$ cat src/shared/oprh_pkg.sv
// Constants shared by the periodic, low-speed and root hub register bank.
package oprh_pkg;
	localparam int          ADDR_W          = 8;
	localparam int          DATA_W          = 32;
	localparam int          FR_W            = 14;
	localparam int          PS_W            = 14;
	localparam int          LST_W           = 12;
	localparam int          PGD_W           = 8;
	localparam int          NDP_W           = 8;
	// Register offsets.
	localparam logic [7:0]  OFS_PER_START   = 8'h40;
	localparam logic [7:0]  OFS_LS_THR      = 8'h44;
	localparam logic [7:0]  OFS_RH_DESC_A   = 8'h48;
	// Field positions inside the first root hub descriptor.
	localparam int          POS_PGD_LO      = 24;
	localparam int          POS_NO_OVERCURRENT_PROTECT        = 12;
	localparam int          POS_OVERCURRENT_REPORT_MODE        = 11;
	localparam int          POS_DT          = 10;
	localparam int          POS_NPS         = 9;
	localparam int          POS_PSM         = 8;
	localparam int          POS_NDP_LO      = 0;
	// Reset values, fixed read values and port count default and limits.
	localparam logic [13:0] PS_RST          = 14'h0000;
	localparam logic [11:0] LST_RST         = 12'h628;
	localparam logic [7:0]  PGD_RST         = 8'hFF;
	localparam logic        NO_OVERCURRENT_PROTECT_RST        = 1'b0;
	localparam logic        NPS_RST         = 1'b0;
	localparam logic        PSM_RST         = 1'b1;
	localparam logic        DT_VAL          = 1'b0;
	localparam logic [7:0]  NDP_DEF         = 8'h01;
	localparam logic [7:0]  NDP_MIN         = 8'h01;
	localparam logic [7:0]  NDP_MAX         = 8'h0F;
	localparam logic [31:0] RDATA_UNMAPPED  = 32'h0000_0000;
	// Power-good delay unit, for software that converts the byte to time.
	localparam int          PGD_UNIT_MS     = 2;
endpackage : oprh_pkg

$ cat src/core/oprh_regs.sv
// Periodic start, low-speed threshold and first root hub descriptor register bank.
`timescale 1ns/1ps
module oprh_regs #(
	parameter logic [oprh_pkg::NDP_W-1:0] DOWNSTREAM_PORT_COUNT = oprh_pkg::NDP_DEF
) (
	input  wire logic                       i_mclk,
	input  wire logic                       i_nrst,
	input  wire logic                       i_reg_wr,
	input  wire logic                       i_reg_rd,
	input  wire logic [oprh_pkg::ADDR_W-1:0] i_reg_addr,
	input  wire logic [oprh_pkg::DATA_W-1:0] i_reg_wdata,
	output logic      [oprh_pkg::DATA_W-1:0] o_reg_rdata,
	output logic                            o_reg_rvalid,
	input  wire logic [oprh_pkg::FR_W-1:0]   i_frame_remaining,
	input  wire logic                       i_frame_start,
	input  wire logic                       i_xfer_busy,
	output logic                            o_periodic_priority,
	output logic                            o_periodic_go,
	output logic                            o_ls_start_ok,
	output logic      [oprh_pkg::PGD_W-1:0]  o_power_good_delay,
	output logic                            o_no_power_switching,
	output logic                            o_power_switch_mode,
	output logic                            o_pwr_per_port,
	output logic                            o_no_overcurrent_protect,
	output logic                            o_overcurrent_report_mode,
	output logic                            o_oc_per_port,
	output logic                            o_oc_collective,
	output logic      [oprh_pkg::NDP_W-1:0]  o_downstream_port_count
);
	import oprh_pkg::*;

	typedef struct packed {
		logic [PS_W-1:0]   per_start;
		logic [LST_W-1:0]  ls_thr;
		logic [PGD_W-1:0]  pgd;
		logic              no_overcurrent_protect;
		logic              overcurrent_report_mode;
		logic              no_power_switching;
		logic              power_switch_mode;
		logic [DATA_W-1:0] rdata;
		logic              rvalid;
		logic              ls_ok;
		logic              pw_per_port;
		logic              oc_per_port;
		logic              oc_all;
	} oprh_regs_s;

	oprh_regs_s      st_r;
	oprh_regs_s      st_nxt;
	logic [DATA_W-1:0] desc_a;

	// Read-only fields are built here, so writes can never reach them.
	always_comb begin
		desc_a                                  = '0;
		desc_a[POS_PGD_LO +: PGD_W]             = st_r.pgd;
		desc_a[POS_NO_OVERCURRENT_PROTECT]                        = st_r.no_overcurrent_protect;
		desc_a[POS_OVERCURRENT_REPORT_MODE]                        = st_r.overcurrent_report_mode;
		desc_a[POS_DT]                          = DT_VAL;
		desc_a[POS_NPS]                         = st_r.no_power_switching;
		desc_a[POS_PSM]                         = st_r.power_switch_mode;
		desc_a[POS_NDP_LO +: NDP_W]             = DOWNSTREAM_PORT_COUNT;
	end

	always_comb begin
		st_nxt        = st_r;
		st_nxt.rvalid = i_reg_rd;
		if (i_reg_rd) begin
			case (i_reg_addr)
				OFS_PER_START: begin
					st_nxt.rdata = {{(DATA_W-PS_W){1'b0}}, st_r.per_start};
				end
				OFS_LS_THR: begin
					st_nxt.rdata = {{(DATA_W-LST_W){1'b0}}, st_r.ls_thr};
				end
				OFS_RH_DESC_A: begin
					st_nxt.rdata = desc_a;
				end
				default: begin
					st_nxt.rdata = RDATA_UNMAPPED;
				end
			endcase
		end
		// Reserved bits are not stored, so a careless write cannot upset them.
		if (i_reg_wr) begin
			case (i_reg_addr)
				OFS_PER_START: begin
					st_nxt.per_start = i_reg_wdata[PS_W-1:0];
				end
				OFS_LS_THR: begin
					st_nxt.ls_thr = i_reg_wdata[LST_W-1:0];
				end
				OFS_RH_DESC_A: begin
					st_nxt.pgd  = i_reg_wdata[POS_PGD_LO +: PGD_W];
					st_nxt.no_overcurrent_protect = i_reg_wdata[POS_NO_OVERCURRENT_PROTECT];
					st_nxt.overcurrent_report_mode = i_reg_wdata[POS_OVERCURRENT_REPORT_MODE];
					st_nxt.no_power_switching  = i_reg_wdata[POS_NPS];
					st_nxt.power_switch_mode  = i_reg_wdata[POS_PSM];
				end
				default: begin
				end
			endcase
		end
		// Sampled every cycle so a commit decision is never older than one clock.
		st_nxt.ls_ok       = ({2'b00, st_r.ls_thr} <= i_frame_remaining);
		st_nxt.pw_per_port = ~st_r.no_power_switching & st_r.power_switch_mode;
		st_nxt.oc_per_port = ~st_r.no_overcurrent_protect & st_r.overcurrent_report_mode;
		st_nxt.oc_all      = ~st_r.no_overcurrent_protect & ~st_r.overcurrent_report_mode;
	end

	always_ff @(posedge i_mclk) begin
		if (!i_nrst) begin
			st_r           <= '0;
			st_r.per_start <= PS_RST;
			st_r.ls_thr    <= LST_RST;
			st_r.pgd       <= PGD_RST;
			st_r.no_overcurrent_protect      <= NO_OVERCURRENT_PROTECT_RST;
			st_r.overcurrent_report_mode      <= PSM_RST;
			st_r.no_power_switching       <= NPS_RST;
			st_r.power_switch_mode       <= PSM_RST;
		end else begin
			st_r <= st_nxt;
		end
	end

	oprh_sched_gate u_gate (
		.i_mclk              (i_mclk),
		.i_nrst              (i_nrst),
		.i_frame_remaining   (i_frame_remaining),
		.i_per_start         (st_r.per_start),
		.i_frame_start       (i_frame_start),
		.i_xfer_busy         (i_xfer_busy),
		.o_periodic_priority (o_periodic_priority),
		.o_periodic_go       (o_periodic_go)
	);

	assign o_reg_rdata               = st_r.rdata;
	assign o_reg_rvalid              = st_r.rvalid;
	assign o_ls_start_ok             = st_r.ls_ok;
	assign o_power_good_delay        = st_r.pgd;
	assign o_no_power_switching      = st_r.no_power_switching;
	assign o_power_switch_mode       = st_r.power_switch_mode;
	assign o_pwr_per_port            = st_r.pw_per_port;
	assign o_no_overcurrent_protect  = st_r.no_overcurrent_protect;
	assign o_overcurrent_report_mode = st_r.overcurrent_report_mode;
	assign o_oc_per_port             = st_r.oc_per_port;
	assign o_oc_collective           = st_r.oc_all;
	assign o_downstream_port_count   = DOWNSTREAM_PORT_COUNT;
endmodule : oprh_regs

$ cat src/core/oprh_sched_gate.sv
// Periodic start point detection and the handover from control/bulk to periodic work.
`timescale 1ns/1ps
module oprh_sched_gate (
	input  wire logic                     i_mclk,
	input  wire logic                     i_nrst,
	input  wire logic [oprh_pkg::FR_W-1:0] i_frame_remaining,
	input  wire logic [oprh_pkg::PS_W-1:0] i_per_start,
	input  wire logic                     i_frame_start,
	input  wire logic                     i_xfer_busy,
	output logic                          o_periodic_priority,
	output logic                          o_periodic_go
);
	import oprh_pkg::*;

	typedef struct packed {
		logic prio;
		logic go;
	} oprh_gate_s;

	oprh_gate_s st_r;
	oprh_gate_s st_nxt;
	logic       reach;

	assign reach = (i_frame_remaining == i_per_start);

	always_comb begin
		st_nxt = st_r;
		// A new frame drops the priority; the periodic point of that frame comes later.
		if (i_frame_start) begin
			st_nxt.prio = 1'b0;
		end else if (reach) begin
			st_nxt.prio = 1'b1;
		end
		// A control or bulk transfer in flight is allowed to complete first.
		st_nxt.go = st_nxt.prio & ~i_xfer_busy;
	end

	always_ff @(posedge i_mclk) begin
		if (!i_nrst) begin
			st_r <= '0;
		end else begin
			st_r <= st_nxt;
		end
	end

	assign o_periodic_priority = st_r.prio;
	assign o_periodic_go       = st_r.go;
endmodule : oprh_sched_gate

$ cat config.mk
export PLATFORM = sky130hd
export DESIGN_NAME = oprh_regs
export DESIGN_NICKNAME = d
export VERILOG_FILES = /design/src/shared/oprh_pkg.sv /design/src/core/oprh_regs.sv /design/src/core/oprh_sched_gate.sv
export SDC_FILE = /design/constraint.sdc
export NUM_CORES = 1
export LEC_CHECK = 0
export ABC_AREA = 1
export BUFFER_PORTS_ARGS = -buffer_cell sky130_fd_sc_hd__buf_4
export CORE_AREA = 2 2 74 105
export CTS_CLUSTER_SIZE = 30
export DETAILED_ROUTE_END_ITERATION = 10
export DIE_AREA = 0 0 76 107
export PLACE_DENSITY = 0.78
export SLEW_MARGIN = 20
export SYNTH_ARGS = -nofsm -noshare
export SYNTH_HDL_FRONTEND = slang
export SYNTH_SLANG_ARGS = --single-unit
$ cat constraint.sdc
create_clock -name i_mclk -period 3.6 [get_ports i_mclk]
set_clock_uncertainty 0.15 [all_clocks]
set_input_delay 0.36 -clock i_mclk [delete_from_list [all_inputs] [get_ports i_mclk]]
set_output_delay 0.36 -clock i_mclk [all_outputs]
set_load 0.05 [all_outputs]
# ---- After elaboration in Yosys (flattened, before gate mapping)
# Index checks and enable logic that the tools add are counted.
dict set report totals {
  out_inout_bits 59
  elab_cells 34
  in_bits 60
  register_bits 77
}
dict set report classes {
  eq_ne 4
  n_reduce_logical 3
  magnitude_cmp 1
  mux 3
  n_bitwise 8
}
# op n
set op_table {}
lappend op_table {{$pmux 32 s3} 1}
lappend op_table {{$eq 8x7->1 const B} 3}
lappend op_table {{$eq 14x14->1} 1}
lappend op_table {{$le 12x14->1} 1}
lappend op_table {{$reduce_and 2->1} 3}
lappend op_table {{$and 1x1->1} 4}
lappend op_table {{$not 1->1} 4}
lappend op_table {{$mux 1} 2}

# ---- Logic depth before layout (Yosys ltp)
dict set report depth {
  ltp_word 4
  mapped_depth 10
}

# ---- Modules after synthesis
# From an unflattened synthesis, not the netlist that was laid out.
dict set report hier_totals {
  hier_cells 529
  hier_area_um2 3663.5
}
# mod cells_per_inst area_per_inst_um2 instances seq_area_each_um2
set by_module_without_submodules {}
lappend by_module_without_submodules {oprh_regs 447 3299.4 1 1301.2}
lappend by_module_without_submodules {oprh_sched_gate 82 364.1 1 40.0}

# ---- Worst setup path after synthesis
# Ideal clock, no wire load.
dict set report synth_path {
  path_type {input to register}
  from {in i_reg_addr[1] (netlist name)}
  to {reg st_r[61] (netlist name)}
  t_required_ps 3332
  setup_ps 118
  cell_stages 9
  arrival_time_ps 1174
  slack_ps 2158
  path_cell_list {inv_1 nand2_4 nor2_4 nand2_4 nor2_4 inv_2 buf_6 o21ai_1 a21oi_2}
}
dict set report synth_between {
  elab_chain_len 2
}
# element line_no
set synth_rtl {}
lappend synth_rtl {{from (decl)} oprh_regs.sv:10} ;# input wire logic [oprh_pkg::ADDR_W-1:0] i_reg_addr,
lappend synth_rtl {{$eq 8x7->1} oprh_regs.sv:85} ;# case (i_reg_addr)
lappend synth_rtl {{$reduce_and 2->1 (no line)} n/a}
lappend synth_rtl {{to (signal assigned)} oprh_regs.sv:121} ;# st_r <= st_nxt;
lappend synth_rtl {{to (decl)} oprh_regs.sv:48} ;# oprh_regs_s st_r;
# Every way passes these cells.
# A chain may end at the register's enable or synchronous reset.

# ---- Final worst setup path
dict set report layout_path {
  from {in i_reg_addr[4] (netlist name)}
  to {reg st_r[65] (netlist name)}
}
# The elaborated chain is that of the path after synthesis.

==> metrics.txt <==
total power per unit cell area=around 360 nW/um^2; CP Class=input port to flop; Crit path largest cell delay=about 0.26 ns; vias=roughly 3100; Layout Utilization=around 58%; ant diodes=0; FILL cells=about 690; LEAKAGE=1.997 nW; final hold vios=0; largest cells by area after synthesis=dfxtp_1, nand2_1, buf_4; final weighted congestion in routability-driven placement=0.8972; fmax=around 600 MHz; fin crit share=between 40% and 50%; antenna violations before repair=0; Yosys top cell area share=between 30% and 40%; crit path capture type=flop; global route overflow=0; core box area=roughly 7200 sq um; WL final=8309 microns; Final Net Count=between 600 and 700; Die W=76 microns; CTS clock-pin slew for the worst setup and hold paths=roughly 0.07 ns; Buf/Inv on CP=3; final hold slack=0.01311 ns; CP startpoint kind=input port; H-tree Lvls=3; Die Y=around 110 microns; crit path time final=1.662 ns; post-CTS sizing=0; First-pass DRT Iterations=4; final cell count without fillers=647; RSZ-0062 raised after global routing=false; Synth top cells by count=nand2_1, dfxtp_1, inv_1; Final ANT Viol Nets=0; area leader, netlist=dfxtp_1; MaxCap Viol Count=0; crit path cell chain=buf_4 > inv_1 > nand2_2 > nor2_8 > nand2_4 > nor2_4 > inv_2 > o21ai_0 > a21oi_1; Post-route DRC=0; Total GRT Usage=about a fifth; Mapped Cells=~500; top-count cell post-synth=nand2_1; first-pass GRT wire length=approximately 14000 microns; mean routed wirelength per cell=12.84 microns; vias per cell=between 4 and 5; Worst path slowest cell=o21ai_0; vias in the first global route=between 3000 and 4000; crit-path max FO=26; Most used DFF post-synth=dfxtp_1; fraction of registers with async set/reset=0%; max-slew violations=0; total negative setup slack=0 ns; area delta synth->final=15.26%; post-synthesis sequential area ratio=37.35%; Yosys cell types=27; final worst setup slack=about 1.9 ns; CP Data Arrival Time=between 1.5 and 2 ns; DRT iter0 DRCs=roughly 110; Hold Path Class=input port to flop; CTS tree=built; # Post-CTS Setup Buffers=0; port bufs=90; Max rail drop VDD=0.2828 mV; Ys Warns=0; synthesized flop and latch total=67; # rows=37; Initial Util=around 50%; Worst-Margin Slew=approximately 0.83 ns; Top Family by Delay on Critical Path=simple AND/OR/NAND/NOR gates; pin count of the biggest net entering global routing=between 40 and 50; number of clock sinks=67; Post-Syn Area per Cell=a little over 7 sq um; Hold-fix buffers, CTS=0; Post-synth EDFFs=0; worst endpoint required time=about 3.7 ns; cell area after synthesis=between 3000 and 4000 sq um; worst-skew pair later-pin latency=0.34 ns; Relative slew margins=approximately 45%; DP HPWL=~6100 microns; number of instances in the placed design=roughly 630; total CTS buffers=9; Max clock buf depth=2; I/O Pins=119; root buffer cell=clkbuf_8; Post-Place Setup Slack=roughly 1.6 ns; share of cells above drive strength 1=around a quarter; Die ar.=slightly above 8000 sq um; Final setup viols=0; status=complete, no violations
[state kept, by name, summed over array words and instances, names as in the netlist]
signal and count:
o_reg_rvalid 1, o_no_overcurrent_protect 1, o_ls_start_ok 1, st_r 26
o_pwr_per_port 1, o_oc_per_port 1, o_power_good_delay 8, o_no_power_switching 1
o_oc_collective 1, u_gate.o_periodic_priority 1, o_overcurrent_report_mode 1, u_gate.o_periodic_go 1
o_power_switch_mode 1, o_reg_rdata 22
[final timing paths]
path | cells past startpoint | slack [ns] | from | to
setup / recovery | 9 | 1.94 | i_reg_addr[4] | st_r[65]$_SDFFE_PN0P_
hold reg to reg | 2 | 0.31 | o_reg_rdata[5]$_SDFFE_PN0P_ | o_reg_rdata[5]$_SDFFE_PN0P_
hold / removal | 2 | 0.01 | i_xfer_busy | u_gate.o_periodic_go$_SDFF_PN0_
setup reg to reg | 5 | 1.98 | st_r[60]$_SDFFE_PN0P_ | o_ls_start_ok$_SDFF_PN0_
[metal layers]
layer	vias up	routed length, microns	GRT usage [%]
met5	-	0	0
met4	0	396	13.51
met3	30	517	5.808
met2	107	4122	37.50
met1	1404	3273	21.99
li1	1598	-	-
[logic make-up after synthesis]
family                     Yosys count  synth area share [%]
adders and majority gates           12                 4.181
DFF                                 67                 37.35
and+or+nand+nor                    185                 23.03
other                                2                0.2091
AOI/OAI and AO/OA                  102                 15.51
xor gates and xnor gates             2                0.4879
buffers and inverters              125                 19.23
[power breakdown]
group          internal [mW]  total (mW)  switching (mW)  leakage [nW]
registers              0.750       0.754         0.00381         0.543
clock network          0.262       0.527           0.265        0.0860
logic                 0.0672       0.212           0.145          1.37
total                   1.08        1.49           0.414          2.00
[final cells by class]
type | count | area, sq um | share of cell area [%]
clock buffers | 12 | 145.1 | 3.507
clock inverters | 3 | 15.01 | 0.3628
inverters | 59 | 221.5 | 5.351
multi-input cells | 319 | 1619 | 39.12
flip-flops and latches | 67 | 1341 | 32.41
well taps | 97 | 121.4 | 2.932
repair buffers | 90 | 675.6 | 16.32
[stage by stage]
stage	power, mW	cell area (sq um)
after global placement	0.9787	3979
after CTS	1.504	4139
after detailed placement	0.9819	3979
final	1.493	4139
after global routing	1.555	4139
after floorplan	0.9275	3651
[placed cells by master, fill, tap and decap left out, types with 4 or more instances in the layout]
cell type and n:
o21ai_1 7, nor3_1 4, a21oi_1 42, conb_1 18, nand3_1 24, inv_1 53
nor2_4 5, nand2_1 112, o21ai_0 40, nor2_1 32, ha_1 12, dfxtp_1 67
inv_2 6, buf_4 90, a21oi_2 8, clkbuf_8 10
Note: power is estimated with default switching activity, not from simulation.
